--- config.mk ---
export PLATFORM = sky130hd
export DESIGN_NAME = bca_accum
export DESIGN_NICKNAME = d
export VERILOG_FILES = /design/src/hdl/bca_pkg.sv /design/src/hdl/bca_sec_counter.sv /design/src/hdl/bca_accum.sv
export VERILOG_INCLUDE_DIRS = /design/src /design/src/hdl
export SDC_FILE = /design/constraint.sdc
export NUM_CORES = 1
export LEC_CHECK = 0
export ABC_AREA = 0
export BUFFER_PORTS_ARGS = -buffer_cell sky130_fd_sc_hd__buf_2
export CAP_MARGIN = 40
export CORE_MARGIN = 2
export CORE_UTILIZATION = 52
export CTS_CLUSTER_SIZE = 30
export DETAILED_ROUTE_END_ITERATION = 16
export PLACE_DENSITY = 0.77
export SLEW_MARGIN = 20
export SYNTH_ARGS = -nofsm -noshare
export SYNTH_HDL_FRONTEND = slang
export SYNTH_SLANG_ARGS = --single-unit
--- constraint.sdc ---
create_clock -name clk_sys -period 13.1 [get_ports clk_sys]
set_input_delay 0.655 -clock clk_sys [delete_from_list [all_inputs] [get_ports clk_sys]]
set_output_delay 0.655 -clock clk_sys [all_outputs]
set_load 0.02 [all_outputs]
--- src/hdl/bca_cfg.svh ---
`ifndef BCA_CFG_SVH
`define BCA_CFG_SVH
`define BCA_CLK_HZ        50000000
`define BCA_OSC_DIV       32768
`define BCA_NET_MAX       8'hFF
`define BCA_NET_FULL      8'h64
`define BCA_TOT_MAX       16'hFFFF
`define BCA_NET_STEP      18'h00021
`define BCA_TOT_STEP      18'h00D25
`define BCA_CFG_CONV_BIT  0
`define BCA_CFG_TOT_BIT   1
`define BCA_CFG_SHAD_BIT  2
`define BCA_DISC_SEC      1
`endif

--- src/hdl/bca_pkg.sv ---
`default_nettype none
package bca_pkg;
   typedef enum logic [1:0] {
      BCA_TOT_OFF,
      BCA_TOT_VOLATILE,
      BCA_TOT_SHADOW
   } bca_tot_mode_t;
endpackage
`default_nettype wire

--- src/hdl/bca_sec_counter.sv ---
`include "bca_cfg.svh"
`default_nettype none
module bca_sec_counter (
   input  wire logic        clk_sys,
   input  wire logic        rst,
   input  wire logic        osc_tick,
   output logic [31:0]      seconds,
   output logic             sec_pulse
);
   logic [14:0] div_ff;
   logic [31:0] sec_ff;
   logic        pulse_ff;

   always_ff @(posedge clk_sys) begin
      if (rst) begin
         div_ff   <= 15'h0000;
         sec_ff   <= 32'h00000000;
         pulse_ff <= 1'b0;
      end else begin
         pulse_ff <= 1'b0;
         if (osc_tick) begin
            div_ff <= div_ff + 15'h0001;
            if (div_ff == 15'h7FFF) begin
               sec_ff   <= sec_ff + 32'h00000001;
               pulse_ff <= 1'b1;
            end
         end
      end
   end

   assign seconds   = sec_ff;
   assign sec_pulse = pulse_ff;

   property p_sec_step;
      @(posedge clk_sys) disable iff (rst)
         (osc_tick && div_ff == 15'h7FFF) |=> sec_ff == $past(sec_ff) + 1;
   endproperty
   a_sec_step: assert property (p_sec_step)
      else $error("seconds did not advance on divider wrap");
endmodule
`default_nettype wire

--- src/hdl/bca_accum.sv ---
`include "bca_cfg.svh"
`default_nettype none
// Operation
// Each sample moves net and lifetime totals
// Net counter eight bits, 0.01C step
// Net counter saturates at 255
// Host reloads net counter to 100
// Net counter moves only when converter enabled
// Charge total 16 bits, positive current only
// Discharge total 16 bits, negative current only
// Shadow request per 0.32C step; totals here step every 3365 counts, about 102 net steps of 33 counts
// Disabled mode accumulates no totals
// Volatile mode accumulates, never shadows
// Shadow mode writes each total per step
// Host never writes totals page; chg_load and dis_load here let the host load both totals
// Empty net counter keeps totals
// Seconds timebase from 32.768 kHz oscillator
// Snapshot time on recall command bit
// Thirty-two bit seconds, wraps
// Line low over 1 s stamps disconnect
// Sleep halts all but seconds
// Charge reversal stamps end of charge
// Config bit 0 enables converter, net
// Config bit 1 enables lifetime totals
// Config bit 2 selects shadowing
// Fractional accumulators keep remainders
// Seconds advance every 32768 oscillator cycles
module bca_accum (
   input  wire logic               clk_sys,
   input  wire logic               rst,
   input  wire logic               sample_tick,
   input  wire logic signed [9:0]  sample_current,
   input  wire logic [7:0]         config_byte,
   input  wire logic               osc_tick,
   input  wire logic               line_in,
   input  wire logic               recall_bit8,
   input  wire logic               net_load,
   input  wire logic [7:0]         net_load_val,
   input  wire logic               chg_load,
   input  wire logic [15:0]        chg_load_val,
   input  wire logic               dis_load,
   input  wire logic [15:0]        dis_load_val,
   output logic [7:0]              net_capacity_counter,
   output logic [15:0]             lifetime_charge_total,
   output logic [15:0]             lifetime_discharge_total,
   output logic                    shadow_charge_req,
   output logic                    shadow_discharge_req,
   output logic [31:0]             seconds_live,
   output logic [31:0]             seconds_hold,
   output logic [31:0]             disconnect_stamp,
   output logic [31:0]             end_charge_stamp,
   output logic                    sleeping
);
   logic        current_converter_enable;
   logic        lifetime_totals_enable;
   logic        totals_shadow_select;
   bca_pkg::bca_tot_mode_t mode;
   logic [31:0] seconds;
   logic        sec_pulse;
   logic [7:0]  net_ff;
   logic [15:0] chg_ff;
   logic [15:0] dis_ff;
   logic [17:0] net_frac_ff;
   logic [17:0] chg_frac_ff;
   logic [17:0] dis_frac_ff;
   logic [17:0] mag;
   logic        pos;
   logic        neg;
   logic        run;
   logic        shc_ff;
   logic        shd_ff;
   logic [31:0] hold_ff;
   logic [31:0] disc_ff;
   logic [31:0] eoc_ff;
   logic        sleep_ff;
   logic        was_chg_ff;
   logic [31:0] low_cnt_ff;
   logic        low_armed_ff;
   logic [17:0] nxt_net_frac;
   logic [17:0] nxt_chg_frac;
   logic [17:0] nxt_dis_frac;
   logic [17:0] net_q;
   logic [17:0] net_r;
   logic [8:0]  net_up;
   logic [7:0]  nxt_net;

   assign current_converter_enable = config_byte[`BCA_CFG_CONV_BIT];
   assign lifetime_totals_enable   = config_byte[`BCA_CFG_TOT_BIT];
   assign totals_shadow_select     = config_byte[`BCA_CFG_SHAD_BIT];

   // Mode of the lifetime totals; shadowing needs totals enabled
   always_comb begin
      if (!lifetime_totals_enable)
         mode = bca_pkg::BCA_TOT_OFF;
      else if (totals_shadow_select)
         mode = bca_pkg::BCA_TOT_SHADOW;
      else
         mode = bca_pkg::BCA_TOT_VOLATILE;
   end

   bca_sec_counter u_sec (
      .clk_sys   (clk_sys),
      .rst       (rst),
      .osc_tick  (osc_tick),
      .seconds   (seconds),
      .sec_pulse (sec_pulse)
   );

   // Samples are taken only while awake and the converter is on
   assign run = sample_tick && current_converter_enable && !sleep_ff;
   assign pos = (sample_current > 10'sd0);
   assign neg = (sample_current < 10'sd0);
   assign mag = neg ? {8'h00, 10'(-sample_current)}
                    : {8'h00, 10'(sample_current)};

   // Remainders in units of one current count per sample
   always_comb begin
      nxt_net_frac = net_frac_ff;
      nxt_chg_frac = chg_frac_ff;
      nxt_dis_frac = dis_frac_ff;
      if (run && pos) begin
         nxt_net_frac = net_frac_ff + mag;
         nxt_chg_frac = chg_frac_ff + mag;
      end
      if (run && neg) begin
         nxt_net_frac = net_frac_ff + mag;
         nxt_dis_frac = dis_frac_ff + mag;
      end
   end

   // One sample may span several net steps; quotient stays below 17
   assign net_q  = nxt_net_frac / `BCA_NET_STEP;
   assign net_r  = nxt_net_frac % `BCA_NET_STEP;
   assign net_up = {1'b0, net_ff} + net_q[8:0];

   always_comb begin
      nxt_net = net_ff;
      if (pos)
         nxt_net = net_up[8] ? `BCA_NET_MAX : net_up[7:0];
      else if (net_q[7:0] > net_ff)
         nxt_net = 8'h00;
      else
         nxt_net = net_ff - net_q[7:0];
   end

   always_ff @(posedge clk_sys) begin
      if (rst) begin
         net_frac_ff <= 18'h00000;
         net_ff      <= `BCA_NET_FULL;
      end else if (net_load) begin
         net_ff      <= net_load_val;
         net_frac_ff <= 18'h00000;
      end else if (run && (pos || neg)) begin
         net_frac_ff <= net_r;
         net_ff      <= nxt_net;
      end
   end

   // Lifetime totals do not depend on the net counter level
   always_ff @(posedge clk_sys) begin
      if (rst) begin
         chg_ff      <= 16'h0000;
         chg_frac_ff <= 18'h00000;
         shc_ff      <= 1'b0;
      end else begin
         shc_ff <= 1'b0;
         if (chg_load) begin
            chg_ff <= chg_load_val;
         end else if (run && pos && mode != bca_pkg::BCA_TOT_OFF) begin
            if (nxt_chg_frac >= `BCA_TOT_STEP) begin
               chg_frac_ff <= nxt_chg_frac - `BCA_TOT_STEP;
               if (chg_ff != `BCA_TOT_MAX) begin
                  chg_ff <= chg_ff + 16'h0001;
                  shc_ff <= (mode == bca_pkg::BCA_TOT_SHADOW);
               end
            end else begin
               chg_frac_ff <= nxt_chg_frac;
            end
         end
      end
   end

   always_ff @(posedge clk_sys) begin
      if (rst) begin
         dis_ff      <= 16'h0000;
         dis_frac_ff <= 18'h00000;
         shd_ff      <= 1'b0;
      end else begin
         shd_ff <= 1'b0;
         if (dis_load) begin
            dis_ff <= dis_load_val;
         end else if (run && neg && mode != bca_pkg::BCA_TOT_OFF) begin
            if (nxt_dis_frac >= `BCA_TOT_STEP) begin
               dis_frac_ff <= nxt_dis_frac - `BCA_TOT_STEP;
               if (dis_ff != `BCA_TOT_MAX) begin
                  dis_ff <= dis_ff + 16'h0001;
                  shd_ff <= (mode == bca_pkg::BCA_TOT_SHADOW);
               end
            end else begin
               dis_frac_ff <= nxt_dis_frac;
            end
         end
      end
   end

   // Snapshot for stable reads while counting goes on
   always_ff @(posedge clk_sys) begin
      if (rst)
         hold_ff <= 32'h00000000;
      else if (recall_bit8)
         hold_ff <= seconds;
   end

   // Disconnect detect: line low for more than one second of oscillator
   always_ff @(posedge clk_sys) begin
      if (rst) begin
         low_cnt_ff   <= 32'h00000000;
         low_armed_ff <= 1'b0;
         disc_ff      <= 32'h00000000;
         sleep_ff     <= 1'b0;
      end else if (line_in) begin
         low_cnt_ff   <= 32'h00000000;
         low_armed_ff <= 1'b0;
         sleep_ff     <= 1'b0;
      end else if (!sleep_ff && osc_tick) begin
         low_cnt_ff <= low_cnt_ff + 32'h00000001;
         if (low_cnt_ff == 32'(`BCA_DISC_SEC * `BCA_OSC_DIV))
            low_armed_ff <= 1'b1;
         if (low_armed_ff) begin
            disc_ff  <= seconds;
            sleep_ff <= 1'b1;
         end
      end
   end

   // End of charge when a charging sample is followed by discharge
   always_ff @(posedge clk_sys) begin
      if (rst) begin
         was_chg_ff <= 1'b0;
         eoc_ff     <= 32'h00000000;
      end else if (run && (pos || neg)) begin
         was_chg_ff <= pos;
         if (was_chg_ff && neg)
            eoc_ff <= seconds;
      end
   end

   assign net_capacity_counter     = net_ff;
   assign lifetime_charge_total    = chg_ff;
   assign lifetime_discharge_total = dis_ff;
   assign shadow_charge_req        = shc_ff;
   assign shadow_discharge_req     = shd_ff;
   assign seconds_live             = seconds;
   assign seconds_hold             = hold_ff;
   assign disconnect_stamp         = disc_ff;
   assign end_charge_stamp         = eoc_ff;
   assign sleeping                 = sleep_ff;

   property p_net_hold;
      @(posedge clk_sys) disable iff (rst)
         (!current_converter_enable && !net_load) |=> $stable(net_ff);
   endproperty
   a_net_hold: assert property (p_net_hold)
      else $error("net counter moved while converter disabled");

   property p_net_sat;
      @(posedge clk_sys) disable iff (rst)
         (net_ff == 8'hFF && !net_load && !(run && neg)) |=> net_ff == 8'hFF;
   endproperty
   a_net_sat: assert property (p_net_sat)
      else $error("net counter wrapped past top");

   property p_off_no_tot;
      @(posedge clk_sys) disable iff (rst)
         (!lifetime_totals_enable && !chg_load) |=> $stable(chg_ff);
   endproperty
   a_off_no_tot: assert property (p_off_no_tot)
      else $error("charge total moved while disabled");

   property p_vol_no_shadow;
      @(posedge clk_sys) disable iff (rst)
         !totals_shadow_select |=> !shc_ff && !shd_ff;
   endproperty
   a_vol_no_shadow: assert property (p_vol_no_shadow)
      else $error("shadow request without shadow mode");

   property p_shadow_step;
      @(posedge clk_sys) disable iff (rst)
         shc_ff |-> chg_ff == $past(chg_ff) + 16'h0001;
   endproperty
   a_shadow_step: assert property (p_shadow_step)
      else $error("shadow request not tied to a step");

   property p_chg_pos;
      @(posedge clk_sys) disable iff (rst)
         (!(run && pos) && !chg_load) |=> $stable(chg_ff);
   endproperty
   a_chg_pos: assert property (p_chg_pos)
      else $error("charge total moved without charging");

   property p_dis_neg;
      @(posedge clk_sys) disable iff (rst)
         (!(run && neg) && !dis_load) |=> $stable(dis_ff);
   endproperty
   a_dis_neg: assert property (p_dis_neg)
      else $error("discharge total moved without discharge");

   property p_hold;
      @(posedge clk_sys) disable iff (rst)
         recall_bit8 |=> hold_ff == $past(seconds);
   endproperty
   a_hold: assert property (p_hold)
      else $error("holding copy not taken");

   property p_sleep;
      @(posedge clk_sys) disable iff (rst)
         $rose(sleep_ff) |-> disc_ff == $past(seconds) && !line_in;
   endproperty
   a_sleep: assert property (p_sleep)
      else $error("sleep without disconnect stamp");

   property p_net_floor;
      @(posedge clk_sys) disable iff (rst)
         (net_ff == 8'h00 && !net_load && !(run && pos)) |=> net_ff == 8'h00;
   endproperty
   a_net_floor: assert property (p_net_floor)
      else $error("net counter wrapped below empty");

   property p_shd_step;
      @(posedge clk_sys) disable iff (rst)
         shd_ff |-> dis_ff == $past(dis_ff) + 16'h0001;
   endproperty
   a_shd_step: assert property (p_shd_step)
      else $error("discharge shadow request not tied to a step");

   property p_eoc;
      @(posedge clk_sys) disable iff (rst)
         (run && was_chg_ff && neg) |=> eoc_ff == $past(seconds);
   endproperty
   a_eoc: assert property (p_eoc)
      else $error("end of charge not stamped on reversal");

   property p_sleep_halt;
      @(posedge clk_sys) disable iff (rst)
         (sleep_ff && !net_load && !chg_load && !dis_load)
            |=> $stable(net_ff) && $stable(chg_ff) && $stable(dis_ff);
   endproperty
   a_sleep_halt: assert property (p_sleep_halt)
      else $error("counters moved while asleep");

   property p_chg_top;
      @(posedge clk_sys) disable iff (rst)
         (chg_ff == 16'hFFFF && !chg_load) |=> chg_ff == 16'hFFFF;
   endproperty
   a_chg_top: assert property (p_chg_top)
      else $error("charge total wrapped past top");
endmodule
`default_nettype wire

After elaboration in Yosys (flattened, before gate mapping)

Index checks and enable logic that the tools add are counted.

Add/sub/neg operators: 13
Div/mod/pow operators: 2
$lt $le $gt $ge: 5
Eq/ne operators: 5
Mux-type cells: 22
Bitwise operators: 9
Reductions and logical operators: 32

Operator list:

| kind                                                                                   | number |
|---|---|
| 16-bit two-way mux                                                                     | 8 |
| 18-bit two-way mux                                                                     | 6 |
| 32-bit by 1-bit adder with 32-bit output (second input constant)                       | 2 |
| 18-bit by 10-bit adder with 18-bit output                                              | 3 |
| 8-bit two-way mux                                                                      | 5 |
| 18-bit by 12-bit greater-or-equal comparator with 1-bit output (second input constant) | 2 |
| 18-bit by 12-bit subtractor with 18-bit output (second input constant)                 | 2 |
| 16-bit by 1-bit adder with 16-bit output (second input constant)                       | 2 |
| 32-bit by 16-bit == test with 1-bit output (second input constant)                     | 1 |
| 16-bit inequality test (second input constant)                                         | 2 |
| 18-bit by 6-bit divider with 18-bit output (second input constant)                     | 1 |
| 18-bit by 6-bit modulo with 18-bit output (second input constant)                      | 1 |
| 2-bit nonzero test                                                                     | 8 |
| 15-bit by 1-bit adder with 15-bit output (second input constant)                       | 1 |
| 15-bit == test (second input constant)                                                 | 1 |
| 2-bit AND reduction                                                                    | 6 |
| 10-bit by 1-bit greater-than comparator with 1-bit output (second input constant)      | 1 |
| 10-bit by 1-bit < comparator with 1-bit output (second input constant)                 | 1 |
| 10-bit two-way mux                                                                     | 1 |
| 10-bit negation                                                                        | 1 |
| 5-bit OR reduction                                                                     | 2 |
| 8-bit by 9-bit adder with 9-bit output                                                 | 1 |
| 1-bit logical AND                                                                      | 9 |
| 1-bit NOT                                                                              | 9 |
| other kinds (8)                                                                        | 12 |

Flip-flop bits (word level): 274
Bits of input ports: 67
Output and inout port bits: 171
Logic and storage cells: 105

Logic depth before layout (Yosys ltp)

Depth in word-level cells: 11
Mapped depth: 82
Mapped depth without buffers: 75

By module

A second synthesis with hierarchy kept.

Cell total of the unflattened synthesis: 2387
Area total of the unflattened synthesis: 18235.0 sq um

Modules (own cells, without submodules):

| module          | times used | cells an instance | area each (sq um) | seq. area each (sq um) |
|---|---|---|---|---|
| bca_accum       | 1          | 2118              | 15954.1           | 4544.4 |
| bca_sec_counter | 1          | 269               | 2280.9            | 960.9 |

Worst setup path after synthesis

No wires, ideal clock.

Path type: input to register
Start point: input sample_current[1]
End point: register net_ff[2] (netlist: net_capacity_counter[2])
Setup time: 120 ps
Arrival time: 13594 ps
Data required time: 12980 ps
Slack: -614 ps
Cell stages on the path: 67
Path buffers: 2
Path through: inv_1 -> ha_1 -> nand2_1 -> or3_1 -> o31ai_1 -> xnor2_1 -> ha_1 -> and2_1 -> nand4_1 -> a21oi_1 -> o211ai_2 -> xnor2_1 -> a21oi_2 -> or3_1 -> a21oi_1 -> nor2_1 -> a211oi_4 -> mux2i_2 -> (+31 left out) -> nor2b_1 -> a41o_4 -> and2_1 -> clkinv_1 -> ha_1 -> fa_1 -> a21o_1 -> a21o_1 -> a21o_1 -> a21o_1 -> a21o_1 -> a21oi_1 -> xnor2_1 -> nand2_1 -> nand2_1 -> o22ai_1 -> nor2_1 -> a211o_1

Longest elaborated chain between the ends: 11
Elaborated cells between the ends (all ways): 21
Classes of those cells: 4 x add/sub; 1 x div; 3 x order compare; 8 x mux; 5 x reduce/logical

Ends and longest elaborated chain:

| item                                                                              | line                               | RTL |
|---|---|---|
| start, declared                                                                   | bca_accum.sv:32                    | `input wire logic signed [9:0] sample_current,` |
| 10-bit negation or 10-bit by 1-bit < comparator with 1-bit output (tied branches) | bca_accum.sv:113, bca_accum.sv:112 |  |
| 10-bit two-way mux                                                                | bca_accum.sv:113                   | `assign mag = neg ? {8'h00, 10'(-sample_current)}` |
| 18-bit by 10-bit adder with 18-bit output                                         | bca_accum.sv:122, bca_accum.sv:126 |  |
| 18-bit two-way mux                                                                | bca_accum.sv:121                   | `if (run && pos) begin` |
| 18-bit two-way mux                                                                | bca_accum.sv:125                   | `if (run && neg) begin` |
| 18-bit by 6-bit divider with 18-bit output (no line)                              | -                                  |  |
| 8-bit by 9-bit adder with 9-bit output, or another cell as far along              | bca_accum.sv:134                   | `assign net_up = {1'b0, net_ff} + net_q[8:0];` |
| 8-bit two-way mux (on tied branches)                                              | bca_accum.sv:139, bca_accum.sv:140 |  |
| 8-bit two-way mux                                                                 | bca_accum.sv:138                   | `if (pos)` |
| 8-bit two-way mux                                                                 | bca_accum.sv:153                   | `end else if (run && (pos \|\| neg)) begin` |
| 8-bit two-way mux                                                                 | bca_accum.sv:150                   | `end else if (net_load) begin` |
| end signal, assigned                                                              | bca_accum.sv:149                   | `` net_ff <= `BCA_NET_FULL; `` |
| end signal, assigned                                                              | bca_accum.sv:151                   | `net_ff <= net_load_val;` |
| end signal, assigned                                                              | bca_accum.sv:155                   | `net_ff <= nxt_net;` |
| end, declared                                                                     | bca_accum.sv:60                    | `logic [7:0] net_ff;` |

Parallel ways exist; a longest one is shown, timed or not. The select of a mux whose other input is x is not followed.
A chain may end at the register's enable or synchronous reset.

Final worst setup path

Ends and elaborated chain as after synthesis.

==> metrics.md <==
| Metric | Value |
|---|---|
| Class of the tightest hold or removal check | `in2reg` |
| Share of async-settable or async-resettable flops after synthesis | `0` |
| Biggest fanout along the worst timing path | `7` |
| Row cnt | `68` |
| Data arrival time of the critical path | `13.68 ns` |
| Worst setup path startpoint | `sample_current[1]` |
| Pin count of the biggest net entering global routing | `77` |
| Most common cell type on the critical path | `sky130_fd_sc_hd__nor2_1` |
| Overall fraction of global-route tracks in use | `0.296` |
| Placed inst area | `22100 um^2` |
| I/O pins | `238` |
| CTS Buf Count | `28` |
| Detailed router's first-iteration violation count | `around 1100` |
| Count of different cell masters after synthesis | `118` |
| RR Startpoint | `net_frac_ff[0]$_SDFFE_PP0P_` |
| Drt wl/cell | `16.8 um` |
| Kind of launch point of the worst setup path | `primary input` |
| Combined area of the multi-input logic cells | `13000 um^2` |
| Peak clock frequency supported by timing | `roughly 75 MHz` |
| Violations in the final reports | `setup timing` |
| Time the final worst path needs with I/O delays and setup | `about 13 ns` |
| Clock root buffer master | `sky130_fd_sc_hd__clkbuf_16` |
| Area leader, netlist | `sky130_fd_sc_hd__dfxtp_1` |
| Count of nets left with antenna violations after detail routing | `0` |
| Fillers | `roughly 2800` |
| Post-route DRC | `0` |
| H-tree depth | `1` |
| Starting Density | `0.527` |
| Synth Flop Type | `sky130_fd_sc_hd__dfxtp_1` |
| Final Routed Wirelength | `56.5 mm` |
| Proportion of layout cells with a drive suffix above 1 | `0.286` |
| Router iterations before antenna repair | `7` |
| Sequential cell area in the final layout | `approximately 5500 um^2` |
| Post-Syn Area | `18200 um^2` |
| Register area share after synthesis | `0.301` |
| Start-to-end type of the worst setup path | `in2reg` |
| # port buffers | `around 230` |
| Tightest Pin Transition | `slightly above 0.8 ns` |
| Synthesis-to-finish area growth | `32.3%` |
| Die outline width | `191 um` |
| CTS Hold Buffers Added | `0` |
| Area of the die | `~37000 um^2` |
| Top-area cell type share of the netlist area | `0.301` |
| Slowest cell on the critical path | `sky130_fd_sc_hd__or4_4` |
| Setup TNS | `-0.742 ns` |
| Origin of the worst min-delay path | `net_load_val[6]` |
| Relative slew slack | `0.443` |
| Number of sinks driven by the clock tree | `274` |
| Avg Inst Size Synth | `7.60 um^2` |
| Category of the worst setup path capture point | `flop` |
| Total count of max-transition violations in the final report | `0` |
| Number of global-route vias before repair | `18900` |
| Total via count after detailed routing | `19600` |
| Post-place setup slack | `-0.730 ns` |
| Number of antenna violations at the first check in global routing | `1` |
| Total count of hold-check failures in the final report | `0` |
| Wire length of the first global-routing pass | `90.8 mm` |
| Detailed Place HPWL | `just over 40 mm` |
| Required time at the worst-slack endpoint | `about 14 ns` |
| Die span in y | `191 um` |
| Number of nets produced by synthesis | `2532` |
| Final weighted congestion in routability-driven placement | `0.939` |
| Worst-case setup margin in the final layout | `-0.150 ns` |
| Final clock skew | `~0.013 ns` |
| Setup violators final | `8` |
| Post-synthesis sequential element count | `274` |
| Final Instance Area | `24100 um^2` |
| Clock latency of the later-clocked register in the worst-skew pair | `about 0.55 ns` |
| Maximum clock path buffer count | `3` |
| Vias/cell | `5.81` |
| Number of max-cap violations | `0` |
| Largest stage delay on the critical path | `0.55 ns` |
| Synth area leaders | `sky130_fd_sc_hd__dfxtp_1 30%, sky130_fd_sc_hd__nand2_1 7.0%, sky130_fd_sc_hd__nor2_1 6.5%` |
| Status | `finished, violations left` |
| Core box area | `34500 um^2` |
| TritonCTS clock tree | `yes` |
| Nets@finish | `3024` |
| Register clock-pin slew on the reported worst setup and hold paths | `0.06 ns` |
| Hold_ws | `between 0.3 and 0.4 ns` |
| Synth warn | `0` |
| RSZ-0062 raised after global routing | `true` |
| EDFF count, synth | `0` |
| Mapped Cells | `2396` |
| Final worst path period share | `1.01` |
| Overall overflow remaining after global route | `0` |
## metrics by stage
| step | instances | util |
|---|---|---|
| 3_5_place_dp | 3277 | 0.640 |
| 4_1_cts | 3343 | 0.680 |
| 5_1_grt | 3366 | 0.697 |
| 6_report | 3366 | 0.697 |
| 2_1_floorplan | 2396 | - |
| 3_3_place_gp | 3270 | 0.637 |
## synthesized netlist by cell type, types with 7 or more instances
cell type and n:
sky130_fd_sc_hd__a211o_1 9, sky130_fd_sc_hd__a211oi_1 20, sky130_fd_sc_hd__a21o_1 34, sky130_fd_sc_hd__a21oi_1 232, sky130_fd_sc_hd__a311oi_1 8, sky130_fd_sc_hd__a31oi_1 25, sky130_fd_sc_hd__and2_1 29, sky130_fd_sc_hd__and3_1 42
sky130_fd_sc_hd__and4_1 9, sky130_fd_sc_hd__buf_2 8, sky130_fd_sc_hd__clkbuf_1 94, sky130_fd_sc_hd__dfxtp_1 274, sky130_fd_sc_hd__ha_1 64, sky130_fd_sc_hd__inv_1 55, sky130_fd_sc_hd__mux2i_1 58, sky130_fd_sc_hd__nand2_1 338
sky130_fd_sc_hd__nand2b_1 7, sky130_fd_sc_hd__nand3_1 70, sky130_fd_sc_hd__nand4_1 31, sky130_fd_sc_hd__nor2_1 317, sky130_fd_sc_hd__nor2b_1 13, sky130_fd_sc_hd__nor3_1 41, sky130_fd_sc_hd__nor4_1 15, sky130_fd_sc_hd__o2111ai_1 8
sky130_fd_sc_hd__o211a_1 9, sky130_fd_sc_hd__o211ai_1 19, sky130_fd_sc_hd__o21a_1 11, sky130_fd_sc_hd__o21ai_0 100, sky130_fd_sc_hd__o21ai_1 9, sky130_fd_sc_hd__o21bai_1 9, sky130_fd_sc_hd__o22ai_1 18, sky130_fd_sc_hd__o31ai_1 14
sky130_fd_sc_hd__or2_2 12, sky130_fd_sc_hd__or3_1 55, sky130_fd_sc_hd__xnor2_1 75, sky130_fd_sc_hd__xor2_1 91
## flip-flops by register name (all words and copies together) (netlist names)
name	count
disconnect_stamp	32
end_charge_stamp	32
low_cnt_ff	32
seconds_hold	32
u_sec.seconds	32
chg_frac_ff	18
dis_frac_ff	18
net_frac_ff	18
lifetime_charge_total	16
lifetime_discharge_total	16
u_sec.div_ff	15
net_capacity_counter	8
low_armed_ff	1
shadow_charge_req	1
shadow_discharge_req	1
sleeping	1
was_chg_ff	1
## logic make-up after synthesis
| logic type | synth area share |
|---|---|
| flip-flops | 0.301 |
| buffers and inverters | 0.0353 |
| adder cells (fa/ha/maj) | 0.0495 |
| AO/OA/AOI/OAI | 0.233 |
| XOR/XNOR | 0.0817 |
| multiplexers | 0.0378 |
| AND/OR/NAND/NOR | 0.261 |
## worst max-delay path: cells and delay by family
kind	cells	cell delay [ns]
AO/OA/AOI/OAI	24	5.37
XOR/XNOR	2	0.28
adder cells (fa/ha/maj)	6	1.12
buffers and inverters	12	1.56
multiplexers	1	0.28
AND/OR/NAND/NOR	30	4.38
## layout by cell type, fill, tap and decap left out, types with 10 or more instances in the layout
cell type                     n
sky130_fd_sc_hd__nor4_1      13
sky130_fd_sc_hd__a31oi_1     19
sky130_fd_sc_hd__o211ai_1    19
sky130_fd_sc_hd__nor3_1      33
sky130_fd_sc_hd__nand2_1    336
sky130_fd_sc_hd__a21o_1      34
sky130_fd_sc_hd__ha_1        56
sky130_fd_sc_hd__nor2_1     306
sky130_fd_sc_hd__o22ai_1     14
sky130_fd_sc_hd__or2_2       12
sky130_fd_sc_hd__a211oi_1    16
sky130_fd_sc_hd__clkbuf_16   29
sky130_fd_sc_hd__mux2i_1     55
sky130_fd_sc_hd__o31ai_1     10
sky130_fd_sc_hd__nand4_1     31
sky130_fd_sc_hd__a21oi_1    216
sky130_fd_sc_hd__xnor2_1     71
sky130_fd_sc_hd__dfxtp_1    274
sky130_fd_sc_hd__inv_1       50
sky130_fd_sc_hd__a21oi_2     13
sky130_fd_sc_hd__o21ai_0     91
sky130_fd_sc_hd__or3_1       51
sky130_fd_sc_hd__and3_1      41
sky130_fd_sc_hd__xor2_1      89
sky130_fd_sc_hd__o21ai_1     14
sky130_fd_sc_hd__o21a_1      10
sky130_fd_sc_hd__and2_1      22
sky130_fd_sc_hd__buf_4      333
sky130_fd_sc_hd__nand3_1     64
sky130_fd_sc_hd__nor2b_1     12
sky130_fd_sc_hd__buf_2      231
## per-layer routing
layer | part of all wire | vias up | global-route usage
met4 | 0.025 | 0 | 0.0891
met2 | 0.49 | 605 | 0.530
met5 | 0 | - | 0
met1 | 0.42 | 9304 | 0.363
li1 | - | 9531 | -
met3 | 0.059 | 114 | 0.0468
## final cells by class
cell class	count	area share
Sequential cell	274	0.228
Clock buffer	32	0.0314
Multi-Input combinational cell	1955	0.540
Inverter	57	0.00910
Timing Repair Buffer	572	0.157
Antenna cell	1	0.000104
Tap cell	455	0.0236
Clock inverter	20	0.0108
## worst paths after layout
check / endpoint / slack (ns) / cells past startpoint
worst max-delay path: net_capacity_counter[2]$_SDFFE_PP1P_ / -0.15 / 75
worst max register to register: net_capacity_counter[2]$_SDFFE_PP1P_ / 0.32 / 72
worst min register to register: end_charge_stamp[22]$_SDFFE_PP0P_ / 0.45 / 2
worst min-delay path: net_capacity_counter[6]$_SDFFE_PP1P_ / 0.33 / 3
## repair_timing
item,in CTS,in global routing
buffers inserted,14,22
resized for setup,49,86
gates cloned,0,0
hold endpoints to repair,0,0
pin swaps,35,84
setup endpoints to repair,8,8
Power is not shown: default switching activity piles up to over one toggle a cycle in this logic, so the estimate is an artifact.
